$ cat config.mk
export PLATFORM = sky130hd
export DESIGN_NAME = transmit_channel_unit
export DESIGN_NICKNAME = d
export VERILOG_FILES = /design/src/verilog/tcu_pkg.sv /design/src/verilog/transmit_channel_unit.sv /design/src/verilog/two_entry_buffer.sv
export SDC_FILE = /design/constraint.sdc
export NUM_CORES = 2
export LEC_CHECK = 0
export ABC_AREA = 0
export BUFFER_PORTS_ARGS = -buffer_cell sky130_fd_sc_hd__buf_2
export CORE_MARGIN = 2
export CORE_UTILIZATION = 35
export DETAILED_ROUTE_END_ITERATION = 7
export GPL_ROUTABILITY_DRIVEN = 0
export PLACE_DENSITY = 0.47
export SLEW_MARGIN = 40
export SYNTH_ARGS = -nofsm -noshare
export SYNTH_HDL_FRONTEND = slang
export SYNTH_SLANG_ARGS = --single-unit
$ cat constraint.sdc
create_clock -name clk_in -period 7.1 [get_ports clk_in]
set_input_delay 0.71 -clock clk_in [delete_from_list [all_inputs] [get_ports clk_in]]
set_output_delay 0.71 -clock clk_in [all_outputs]
set_load 0.01 [all_outputs]
$ cat src/verilog/tcu_pkg.sv
/*
  Shared constants and types for the three-channel serial word transmitter:
  register map, control field layout, reset values, queue sizes, states.
  Assumes a 16-bit host register port with word addressing and 32-bit messages.
*/
package tcu_pkg;

  ////////////////////////////////////////////////////////////////////////////
  // Sizes
  localparam int CHANNELS    = 3;
  localparam int QUEUE_DEPTH = 8;
  localparam int MSG_W       = 32;
  localparam int HALF_W      = 16;
  localparam int ADDR_W      = 4;
  localparam int CNT_W       = 4;
  localparam int GAP_W       = 5;
  localparam int LOOP_CHAN   = 2;   // Zero-based index of the third channel

  ////////////////////////////////////////////////////////////////////////////
  // Register map, word addresses: channel base is index times stride
  localparam int                CH_STRIDE       = 4;
  localparam logic [1:0]        OFS_DIVIDER     = 2'h0;
  localparam logic [1:0]        OFS_CONTROL     = 2'h1;
  localparam logic [1:0]        OFS_QUEUE_UPPER = 2'h2;
  localparam logic [1:0]        OFS_QUEUE_LOWER = 2'h3;
  localparam logic [ADDR_W-1:0] ADDR_STATUS     = 4'hC;

  ////////////////////////////////////////////////////////////////////////////
  // Status word field positions, per channel index c
  localparam int STAT_EMPTY_BASE = 11;   // Empty flag at 11 + 2c
  localparam int STAT_EOT_BASE   = 10;   // End of transmission at 10 + 2c
  localparam int STAT_STEP       = 2;

  ////////////////////////////////////////////////////////////////////////////
  // Reset values and queue count constants
  localparam logic [HALF_W-1:0] DIVIDER_RESET = 16'h0000;
  localparam logic [HALF_W-1:0] CONTROL_RESET = 16'h0000;
  localparam logic [CNT_W-1:0]  CNT_ONE       = 4'h1;
  localparam logic [CNT_W-1:0]  CNT_FULL      = 4'h8;

  ////////////////////////////////////////////////////////////////////////////
  // Control register layout, bit 15 down to bit 0
  typedef struct packed {
    logic             enable;     // 15
    logic             test;       // 14
    logic [1:0]       unused;     // 13..12
    logic             odd;        // 11
    logic             par_en;     // 10
    logic [GAP_W-1:0] gap;        // 9..5
    logic             fifo_run;   // 4, zero holds the queue in reset
    logic [CNT_W-1:0] count;      // 3..0, read only
  } ctrl_t;

  // Host pins as sampled together through the synchroniser
  typedef struct packed {
    logic              sel_n;
    logic              rw;
    logic              uds_n;
    logic              lds_n;
    logic [ADDR_W-1:0] addr;
    logic [HALF_W-1:0] data;
  } bus_pins_t;

  localparam bus_pins_t BUS_IDLE = '{sel_n: 1'b1, rw: 1'b1, uds_n: 1'b1,
                                     lds_n: 1'b1, addr: 4'h0, data: 16'h0000};

  typedef enum logic [1:0] {TX_IDLE, TX_SEND, TX_GAP} tx_state_t;

endpackage : tcu_pkg

$ cat src/verilog/transmit_channel_unit.sv
/*
  Three-channel serial word transmitter: host register port, eight-message
  queue per channel, bit rate divider, parity, gap and return-to-zero lines.
  Assumes host and reference clock pins are asynchronous to clk_in and are
  synchronised here; an external driver combines each line pair.
*/
`timescale 1ns/1ns
module transmit_channel_unit #(
  parameter int CHANNELS    = tcu_pkg::CHANNELS,
  parameter int QUEUE_DEPTH = tcu_pkg::QUEUE_DEPTH
) (
  // Clock, reset, enable
  input  wire logic                        clk_in,
  input  wire logic                        rst_n_in,
  input  wire logic                        ce_in,
  // Reference clock pin
  input  wire logic                        avionics_reference_clock_in,
  // Host register port pins
  input  wire logic                        bus_sel_n_in,
  input  wire logic                        bus_rw_in,
  input  wire logic                        upper_ds_n_in,
  input  wire logic                        lower_ds_n_in,
  input  wire logic [tcu_pkg::ADDR_W-1:0]  bus_addr_in,
  input  wire logic [tcu_pkg::HALF_W-1:0]  bus_data_in,
  output logic      [tcu_pkg::HALF_W-1:0]  bus_data_out,
  output logic                             bus_data_oe_n_out,
  output logic                             bus_ack_n_out,
  // Interrupt gating from the interrupt unit
  input  wire logic [5:0]                  tx_irq_mask_in,
  output logic                             transmit_interrupt_request_out,
  // Serial lines
  output logic      [CHANNELS-1:0]         tx_ones_line_out,
  output logic      [CHANNELS-1:0]         tx_zeros_line_out,
  output logic                             loopback_ones_line_out,
  output logic                             loopback_zeros_line_out
);

  localparam int PTR_W = $clog2(QUEUE_DEPTH);

  ////////////////////////////////////////////////////////////////////////////
  // Helpers
  // Merge a write into a register through the byte lane strobes
  function automatic logic [15:0] lane_merge(input logic [15:0] old_v,
                                             input logic [15:0] new_v,
                                             input logic        upper,
                                             input logic        lower);
    logic [15:0] r;
    r = old_v;
    if (upper) r[15:8] = new_v[15:8];
    if (lower) r[7:0] = new_v[7:0];
    return r;
  endfunction : lane_merge

  // Force the top bit so the whole word meets the chosen parity
  function automatic logic [31:0] apply_parity(input logic [31:0] word,
                                               input logic        en,
                                               input logic        odd);
    logic [31:0] r;
    r = word;
    if (en) r[31] = (^word[30:0]) ^ odd;
    return r;
  endfunction : apply_parity

  ////////////////////////////////////////////////////////////////////////////
  // Pin synchronisers; second stage is the only reader of the first
  tcu_pkg::bus_pins_t pins_s1_ff;
  tcu_pkg::bus_pins_t pins_s2_ff;
  logic               ref_s1_ff;
  logic               ref_s2_ff;
  logic               ref_s3_ff;
  logic               ref_edge;

  always_ff @(posedge clk_in or negedge rst_n_in) begin
    if (!rst_n_in) begin
      pins_s1_ff <= tcu_pkg::BUS_IDLE;
      pins_s2_ff <= tcu_pkg::BUS_IDLE;
    end else if (ce_in) begin
      pins_s1_ff <= '{sel_n: bus_sel_n_in, rw: bus_rw_in, uds_n: upper_ds_n_in,
                      lds_n: lower_ds_n_in, addr: bus_addr_in, data: bus_data_in};
      pins_s2_ff <= pins_s1_ff;
    end
  end

  // Reference clock sampled; rising edge becomes a one-cycle pulse
  always_ff @(posedge clk_in or negedge rst_n_in) begin
    if (!rst_n_in) begin
      ref_s1_ff <= 1'b0;
      ref_s2_ff <= 1'b0;
      ref_s3_ff <= 1'b0;
    end else if (ce_in) begin
      ref_s1_ff <= avionics_reference_clock_in;
      ref_s2_ff <= ref_s1_ff;
      ref_s3_ff <= ref_s2_ff;
    end
  end

  assign ref_edge = ref_s2_ff && !ref_s3_ff;

  ////////////////////////////////////////////////////////////////////////////
  // Host access handshake: one action per strobe assertion
  logic                        access;
  logic                        start;
  logic                        wr_pulse;
  logic                        both_lanes;
  logic                        ack_ff;
  logic                        oe_n_ff;
  logic [tcu_pkg::HALF_W-1:0]  rd_data_ff;
  logic [tcu_pkg::HALF_W-1:0]  rd_mux;
  logic [tcu_pkg::HALF_W-1:0]  status_word;
  logic [tcu_pkg::HALF_W-1:0]  ctrl_rd [CHANNELS];

  assign access     = !pins_s2_ff.sel_n && (!pins_s2_ff.uds_n || !pins_s2_ff.lds_n);
  assign start      = access && !ack_ff;
  assign wr_pulse   = start && !pins_s2_ff.rw;
  assign both_lanes = !pins_s2_ff.uds_n && !pins_s2_ff.lds_n;

  // Acknowledge stays until the host drops its strobes
  always_ff @(posedge clk_in or negedge rst_n_in) begin
    if (!rst_n_in) begin
      ack_ff     <= 1'b0;
      oe_n_ff    <= 1'b1;
      rd_data_ff <= 16'h0000;
    end else if (ce_in) begin
      ack_ff  <= access;
      oe_n_ff <= !(access && pins_s2_ff.rw);
      if (start && pins_s2_ff.rw) begin
        rd_data_ff <= rd_mux;
      end
    end
  end

  assign bus_ack_n_out     = !ack_ff;
  assign bus_data_oe_n_out = oe_n_ff;
  assign bus_data_out      = rd_data_ff;

  // Read decode; write-only and unmapped words read zero
  always_comb begin
    rd_mux = 16'h0000;
    if (pins_s2_ff.addr == tcu_pkg::ADDR_STATUS) begin
      rd_mux = status_word;
    end else begin
      for (int c = 0; c < CHANNELS; c++) begin
        if (pins_s2_ff.addr == 4'(c * tcu_pkg::CH_STRIDE + 1)) begin
          rd_mux = ctrl_rd[c];
        end
      end
    end
  end

  ////////////////////////////////////////////////////////////////////////////
  // Channels
  logic [CHANNELS-1:0] empty_flag;
  logic [CHANNELS-1:0] eot_flag;
  logic [CHANNELS-1:0] ones_ff;
  logic [CHANNELS-1:0] zeros_ff;
  logic [CHANNELS-1:0] test_on;

  for (genvar ch = 0; ch < CHANNELS; ch++) begin : g_chan
    logic [tcu_pkg::HALF_W-1:0] divider_ff;
    tcu_pkg::ctrl_t             ctrl_ff;
    logic [tcu_pkg::HALF_W-1:0] upper_hold_ff;
    logic [tcu_pkg::MSG_W-1:0]  mem [QUEUE_DEPTH];
    logic [PTR_W-1:0]           wr_ptr_ff;
    logic [PTR_W-1:0]           rd_ptr_ff;
    logic [PTR_W:0]             mem_cnt_ff;
    logic [tcu_pkg::CNT_W-1:0]  msg_cnt_ff;
    tcu_pkg::tx_state_t         state_ff;
    logic [tcu_pkg::HALF_W-1:0] phase_ff;
    logic [4:0]                 bit_idx_ff;
    logic [tcu_pkg::GAP_W-1:0]  gap_cnt_ff;
    logic [tcu_pkg::MSG_W-1:0]  shift_ff;
    logic                       here;
    logic                       push;
    logic                       pop;
    logic                       load;
    logic                       bit_end;
    logic                       first_half;
    logic                       buf_in_ready;
    logic                       buf_out_valid;
    logic [tcu_pkg::MSG_W-1:0]  buf_out_data;

    assign here = wr_pulse && (pins_s2_ff.addr[3:2] == 2'(ch));
    // Full 16-bit writes only; lower half completes the message
    assign push = here && (pins_s2_ff.addr[1:0] == tcu_pkg::OFS_QUEUE_LOWER)
                  && both_lanes && ctrl_ff.fifo_run
                  && (msg_cnt_ff < tcu_pkg::CNT_FULL);
    assign pop  = (mem_cnt_ff != '0) && buf_in_ready && ctrl_ff.fifo_run;
    assign load = (state_ff == tcu_pkg::TX_IDLE) && ctrl_ff.enable
                  && ctrl_ff.fifo_run && buf_out_valid;

    // Divider and control written through byte lanes
    always_ff @(posedge clk_in or negedge rst_n_in) begin
      if (!rst_n_in) begin
        divider_ff <= tcu_pkg::DIVIDER_RESET;
        ctrl_ff    <= tcu_pkg::CONTROL_RESET;
      end else if (ce_in && here) begin
        if (pins_s2_ff.addr[1:0] == tcu_pkg::OFS_DIVIDER) begin
          divider_ff <= lane_merge(divider_ff, pins_s2_ff.data,
                                   !pins_s2_ff.uds_n, !pins_s2_ff.lds_n);
        end else if (pins_s2_ff.addr[1:0] == tcu_pkg::OFS_CONTROL) begin
          ctrl_ff        <= lane_merge(ctrl_ff, pins_s2_ff.data,
                                       !pins_s2_ff.uds_n, !pins_s2_ff.lds_n);
          ctrl_ff.unused <= 2'h0;
          ctrl_ff.count  <= 4'h0;
          if (ch != tcu_pkg::LOOP_CHAN) begin
            ctrl_ff.test <= 1'b0;
          end
        end
      end
    end

    // Upper half waits for its lower half
    always_ff @(posedge clk_in or negedge rst_n_in) begin
      if (!rst_n_in) begin
        upper_hold_ff <= 16'h0000;
      end else if (ce_in && here && both_lanes
                   && (pins_s2_ff.addr[1:0] == tcu_pkg::OFS_QUEUE_UPPER)) begin
        upper_hold_ff <= pins_s2_ff.data;
      end
    end

    // Message store; no reset needed on data words
    always_ff @(posedge clk_in) begin
      if (ce_in && push) begin
        mem[wr_ptr_ff] <= {upper_hold_ff, pins_s2_ff.data};
      end
    end

    // Queue pointers; a cleared reset bit keeps them flushed
    always_ff @(posedge clk_in or negedge rst_n_in) begin
      if (!rst_n_in) begin
        wr_ptr_ff  <= '0;
        rd_ptr_ff  <= '0;
        mem_cnt_ff <= '0;
      end else if (ce_in) begin
        if (!ctrl_ff.fifo_run) begin
          wr_ptr_ff  <= '0;
          rd_ptr_ff  <= '0;
          mem_cnt_ff <= '0;
        end else begin
          if (push) wr_ptr_ff <= wr_ptr_ff + 1'b1;
          if (pop) rd_ptr_ff <= rd_ptr_ff + 1'b1;
          if (push && !pop) begin
            mem_cnt_ff <= mem_cnt_ff + 1'b1;
          end else if (pop && !push) begin
            mem_cnt_ff <= mem_cnt_ff - 1'b1;
          end
        end
      end
    end

    // Visible count covers the memory and the buffer
    always_ff @(posedge clk_in or negedge rst_n_in) begin
      if (!rst_n_in) begin
        msg_cnt_ff <= 4'h0;
      end else if (ce_in) begin
        if (!ctrl_ff.fifo_run) begin
          msg_cnt_ff <= 4'h0;
        end else if (push && !load) begin
          msg_cnt_ff <= msg_cnt_ff + tcu_pkg::CNT_ONE;
        end else if (load && !push) begin
          msg_cnt_ff <= msg_cnt_ff - tcu_pkg::CNT_ONE;
        end
      end
    end

    // Buffer lets the shifter stall without losing a popped word
    two_entry_buffer #(.WIDTH(tcu_pkg::MSG_W)) u_buf (
      .clk_in        (clk_in),
      .rst_n_in      (rst_n_in),
      .ce_in         (ce_in),
      .flush_in      (!ctrl_ff.fifo_run),
      .in_valid_in   (pop),
      .in_ready_out  (buf_in_ready),
      .in_data_in    (mem[rd_ptr_ff]),
      .out_valid_out (buf_out_valid),
      .out_ready_in  (load),
      .out_data_out  (buf_out_data)
    );

    // Bit timing counts reference edges up to the divider value
    assign bit_end    = ref_edge && (phase_ff == divider_ff - 16'h0001);
    assign first_half = phase_ff < (divider_ff >> 1);

    always_ff @(posedge clk_in or negedge rst_n_in) begin
      if (!rst_n_in) begin
        phase_ff <= 16'h0000;
      end else if (ce_in) begin
        if (state_ff == tcu_pkg::TX_IDLE || !ctrl_ff.enable) begin
          phase_ff <= 16'h0000;
        end else if (bit_end) begin
          phase_ff <= 16'h0000;
        end else if (ref_edge) begin
          phase_ff <= phase_ff + 16'h0001;
        end
      end
    end

    // Message sequencer: send 32 bits, then the gap
    always_ff @(posedge clk_in or negedge rst_n_in) begin
      if (!rst_n_in) begin
        state_ff   <= tcu_pkg::TX_IDLE;
        bit_idx_ff <= 5'h00;
        gap_cnt_ff <= 5'h00;
        shift_ff   <= 32'h0000_0000;
      end else if (ce_in) begin
        if (!ctrl_ff.enable) begin
          state_ff <= tcu_pkg::TX_IDLE;
        end else begin
          case (state_ff)
            tcu_pkg::TX_IDLE: begin
              if (load) begin
                shift_ff   <= apply_parity(buf_out_data, ctrl_ff.par_en,
                                           ctrl_ff.odd);
                bit_idx_ff <= 5'h00;
                state_ff   <= tcu_pkg::TX_SEND;
              end
            end
            tcu_pkg::TX_SEND: begin
              if (bit_end) begin
                shift_ff   <= shift_ff >> 1;
                bit_idx_ff <= bit_idx_ff + 5'h01;
                if (bit_idx_ff == 5'h1F) begin
                  gap_cnt_ff <= 5'h00;
                  state_ff   <= (ctrl_ff.gap == 5'h00) ? tcu_pkg::TX_IDLE
                                                       : tcu_pkg::TX_GAP;
                end
              end
            end
            tcu_pkg::TX_GAP: begin
              if (bit_end) begin
                gap_cnt_ff <= gap_cnt_ff + 5'h01;
                if (gap_cnt_ff == ctrl_ff.gap - 5'h01) begin
                  state_ff <= tcu_pkg::TX_IDLE;
                end
              end
            end
            default: begin
              state_ff <= tcu_pkg::TX_IDLE;
            end
          endcase
        end
      end
    end

    // Return-to-zero pulse in the first half of each bit
    always_ff @(posedge clk_in or negedge rst_n_in) begin
      if (!rst_n_in) begin
        ones_ff[ch]  <= 1'b0;
        zeros_ff[ch] <= 1'b0;
      end else if (ce_in) begin
        ones_ff[ch]  <= ctrl_ff.enable && (state_ff == tcu_pkg::TX_SEND)
                        && first_half && shift_ff[0];
        zeros_ff[ch] <= ctrl_ff.enable && (state_ff == tcu_pkg::TX_SEND)
                        && first_half && !shift_ff[0];
      end
    end

    // Status and read-back
    assign empty_flag[ch] = (msg_cnt_ff == 4'h0);
    assign eot_flag[ch]   = empty_flag[ch] && (state_ff == tcu_pkg::TX_IDLE);
    assign test_on[ch]    = ctrl_ff.test;
    assign ctrl_rd[ch]    = {ctrl_ff[15:4], msg_cnt_ff};
  end : g_chan

  ////////////////////////////////////////////////////////////////////////////
  // Status word and interrupt request
  always_comb begin
    status_word = 16'h0000;
    for (int c = 0; c < CHANNELS; c++) begin
      status_word[tcu_pkg::STAT_EMPTY_BASE + tcu_pkg::STAT_STEP * c] = empty_flag[c];
      status_word[tcu_pkg::STAT_EOT_BASE + tcu_pkg::STAT_STEP * c]   = eot_flag[c];
    end
  end

  // Level request while any unmasked flag stands
  assign transmit_interrupt_request_out = |(status_word[15:10] & tx_irq_mask_in);

  ////////////////////////////////////////////////////////////////////////////
  // Line routing; the third channel can be turned inward
  always_comb begin
    tx_ones_line_out  = ones_ff;
    tx_zeros_line_out = zeros_ff;
    if (test_on[tcu_pkg::LOOP_CHAN]) begin
      tx_ones_line_out[tcu_pkg::LOOP_CHAN]  = 1'b0;
      tx_zeros_line_out[tcu_pkg::LOOP_CHAN] = 1'b0;
    end
  end

  // Receivers select these lines when in their own test mode
  assign loopback_ones_line_out  = test_on[tcu_pkg::LOOP_CHAN]
                                   && ones_ff[tcu_pkg::LOOP_CHAN];
  assign loopback_zeros_line_out = test_on[tcu_pkg::LOOP_CHAN]
                                   && zeros_ff[tcu_pkg::LOOP_CHAN];

endmodule : transmit_channel_unit

$ cat src/verilog/two_entry_buffer.sv
/*
  Two-slot buffer with valid/ready on both sides and a synchronous flush.
  Assumes one clock, a clock enable that freezes it, and a flush that wins.
*/
`timescale 1ns/1ns
module two_entry_buffer #(
  parameter int WIDTH = 32
) (
  // Clock and reset
  input  wire logic             clk_in,
  input  wire logic             rst_n_in,
  input  wire logic             ce_in,
  input  wire logic             flush_in,
  // Filling side
  input  wire logic             in_valid_in,
  output logic                  in_ready_out,
  input  wire logic [WIDTH-1:0] in_data_in,
  // Draining side
  output logic                  out_valid_out,
  input  wire logic             out_ready_in,
  output logic [WIDTH-1:0]      out_data_out
);

  logic [WIDTH-1:0] slot_ff [2];
  logic             wr_sel_ff;
  logic             rd_sel_ff;
  logic [1:0]       fill_ff;
  logic             take;
  logic             give;

  // Honest full and empty
  assign in_ready_out  = (fill_ff != 2'h2);
  assign out_valid_out = (fill_ff != 2'h0);
  assign out_data_out  = slot_ff[rd_sel_ff];
  assign take          = in_valid_in && in_ready_out;
  assign give          = out_valid_out && out_ready_in;

  ////////////////////////////////////////////////////////////////////////////
  // Storage and pointers
  always_ff @(posedge clk_in or negedge rst_n_in) begin
    if (!rst_n_in) begin
      slot_ff[0] <= '0;
      slot_ff[1] <= '0;
      wr_sel_ff  <= 1'b0;
      rd_sel_ff  <= 1'b0;
      fill_ff    <= 2'h0;
    end else if (ce_in) begin
      if (flush_in) begin
        wr_sel_ff <= 1'b0;
        rd_sel_ff <= 1'b0;
        fill_ff   <= 2'h0;
      end else begin
        if (take) begin
          slot_ff[wr_sel_ff] <= in_data_in;
          wr_sel_ff          <= ~wr_sel_ff;
        end
        if (give) begin
          rd_sel_ff <= ~rd_sel_ff;
        end
        // Simultaneous take and give leaves the fill unchanged
        if (take && !give) begin
          fill_ff <= fill_ff + 2'h1;
        end else if (give && !take) begin
          fill_ff <= fill_ff - 2'h1;
        end
      end
    end
  end

endmodule : two_entry_buffer
==> reports/results.ini <==
[outcome]
status=completed

[sta]
tns_ns=0
slew_headroom_pct=45.9
rsz0062_at_grt=no
finalCriticalPeriod_ns=3.82
tightest_slew_ns=0.808
fin_worst_skew_ns=0.0418
finalSetupViolations=0
finalHoldViolCount=0
period_share_pct=53.8
max_freq_ghz=0.262
slew_violations=0
holdWs_ns=0.150

[floorplanning]
core_area_um2=173000
ioPinCount=61
die_x_um=422
start_util_pct=35.2
die_area_um2=178000
die_h_um=422
row_count=153

[synthesis]
yosysTopAreaCellShare_pct=37.8
synth_edf_count=768
yosys_register_bits=1393
async_flop_share_pct=44.9
syn-cell-area_um2=61000
synth-warning-count=0
ys_seq_area_share_pct=63.5
synth_area_per_cell_um2=14.0
synthFlopType=edfxtp_1
synth_cell_types=91
synth_nets=4475
synth_area_leader_cell=edfxtp_1
synthCells=4354
synth.top_cells.by_area=edfxtp_1, dfrtp_1, mux4_2, mux2_2, mux2i_1

[final_layout]
fin_cells=6905
mostFrequentLayoutCells=edfxtp_1, dfrtp_1, nand2_1
areaGrowthSynthToFinish_pct=14.2
final_common_cell=edfxtp_1
fin_nets=4567
drive_gt1_share_pct=19.8

[power_and_ir_drop]
sequentialPowerShare_pct=43.0
internal_power_mw=16.7
clockPowerShare_pct=32.3
p_leak_nw=26.0
power_mw=24.4
p_comb_share_pct=24.7
switching_share_pct=31.3
power.density_nw_per_um2=350
power_switching_mw=7.63
peakVddDrop_mv=0.408

[global_routing]
grt_pass1_vias=35500
track_usage_pct=17.4
grt_max_degree=123
grt_pass1_wl_mm=234
antenna_found_initial=11
overflow=0

[cts]
ctsHoldBuffers=1
max-clock-path-buffers=3
htreeDepth=4
cts.sinks=1393
clk_latency_ns=0.80
clk_pin_slew_worst_paths_ns=0.06
cts_setup_buffers=0
cts_root_buffer=clkbuf_16
cts_tree=yes
cts.repair.resized=0
cts_made_buffers=156

[drt]
ant_nets=0
vias_per_cell=5.10
wl_per_cell_um=22.5
dr_total_vias=35200
drtIter0Drc=2561
first_pass_iters=6
drc=0
finalWirelength_mm=155

[placement]
port_buffers=60
hpwl_mm=98.2
dp_cells=6611

[worst_setup_path]
critPathMaxStageDelay_ns=0.57
reg2reg_slack_ns=3.28
cp_max_fo=34
cp_num_buf_inv=2
cp-start-kind=flop
slowest_stage=or4b_1
required_ns=7.76
crit_type=flop to flop
path_delay_family=simple AND/OR/NAND/NOR gates
crit_chain=inv_1, ha_1, or4b_1, nor4_1, xnor2_1, a211oi_2, nand4_1, nor3_1, o21a_1, buf_4, mux2_2
worstPathArrival_ns=4.48
endpoint_kind=flop

[hold_path]
hp-class=primary input to flop

[run]
drv_cap=0

state kept, by name (all words and copies together) (netlist names), 16 cells and up:
name / cells
g_chan.mem: 768
g_chan.u_buf.slot_ff: 192
g_chan.shift_ff: 96
g_chan.divider_ff: 48
g_chan.phase_ff: 48
g_chan.upper_hold_ff: 48
ctrl_rd: 28
pins_s1_ff: 24
pins_s2_ff: 24
bus_data_out: 16
stage by stage:
step | utilization, % | worst slack, ns | cell area, um^2
final | 40.2 | 3.28 | 69600
after global routing | 40.2 | 3.05 | 69600
after CTS | 40.1 | 3.20 | 69600
after detailed placement | 37.2 | 3.27 | 64600
after global placement | 37.0 | 3.18 | 64200
after floorplan | - | 1.71 | 61000
kinds of logic (layout without fill, tap and decap cells):
family                   after synthesis  count (layout)  synth area share [%]
AO/OA/AOI/OAI                        641             641                  6.43
XOR/XNOR                             222             222                  3.19
adder cells (fa/ha/maj)               87              87                  1.86
buffers and inverters                342             566                  2.25
flip-flops                          1393            1393                  63.5
multiplexers                         644             644                  15.1
other                                  0               2                     0
AND/OR/NAND/NOR                     1025            1025                  7.74
final timing paths:
| kind | start | to | cells after the start |
|---|---|---|---|
| hold reg to reg | g_chan[0].u_buf.slot_ff[22] | g_chan[0].u_buf.slot_ff[22] | 2 |
| hold / removal | bus_addr_in[1] | pins_s1_ff[17] | 2 |
| setup / recovery | g_chan[2].divider_ff[0] | g_chan[2].shift_ff[20] | 11 |
| setup reg to reg | g_chan[2].divider_ff[0] | g_chan[2].shift_ff[20] | 11 |
| max in group asynchronous | rst_n_in | g_chan[1].u_buf.slot_ff[24] | 4 |
| min in group asynchronous | rst_n_in | g_chan[1].phase_ff[2] | 2 |
cell usage after synthesis (81+ instances only):
cell,number
clkbuf_1,158
xnor2_1,155
nor2_1,245
nand2_1,431
edfxtp_1,768
o21ai_0,265
inv_1,117
mux2_2,217
mux2i_1,186
a21oi_1,130
mux4_2,192
ha_1,81
dfrtp_1,616
power by group through the flow:
stage	Sequential (mW)	Combinational [mW]	Clock, mW
global route	10.6	6.70	8.46
finish	10.5	6.02	7.87
floorplan	10.1	4.72	0
global placement	10.7	6.06	0
CTS	10.5	6.19	8.12
detailed placement	10.7	6.16	0
layout make-up:
| class | instances | area, um^2 |
|---|---|---|
| Fill cell | 16300 | 104000 |
| Timing Repair Buffer | 157 | 1310 |
| Multi-Input combinational cell | 2619 | 21200 |
| Clock buffer | 218 | 4320 |
| Sequential cell | 1393 | 38800 |
| Antenna cell | 2 | 5.00 |
| Inverter | 119 | 447 |
| Clock inverter | 72 | 682 |
| Tap cell | 2325 | 2910 |
metal layers:
| metal | share of wire, % | global-route usage [%] | wire [um] | vias up |
|---|---|---|---|---|
| li1 | - | - | - | 16400 |
| met1 | 47 | 25.1 | 73400 | 18000 |
| met2 | 46 | 27.2 | 71100 | 617 |
| met3 | 4.3 | 2.93 | 6720 | 215 |
| met4 | 2.5 | 4.87 | 3860 | 0 |
| met5 | 0 | 0 | 0 | - |
Note: power is estimated with default switching activity, not from simulation.
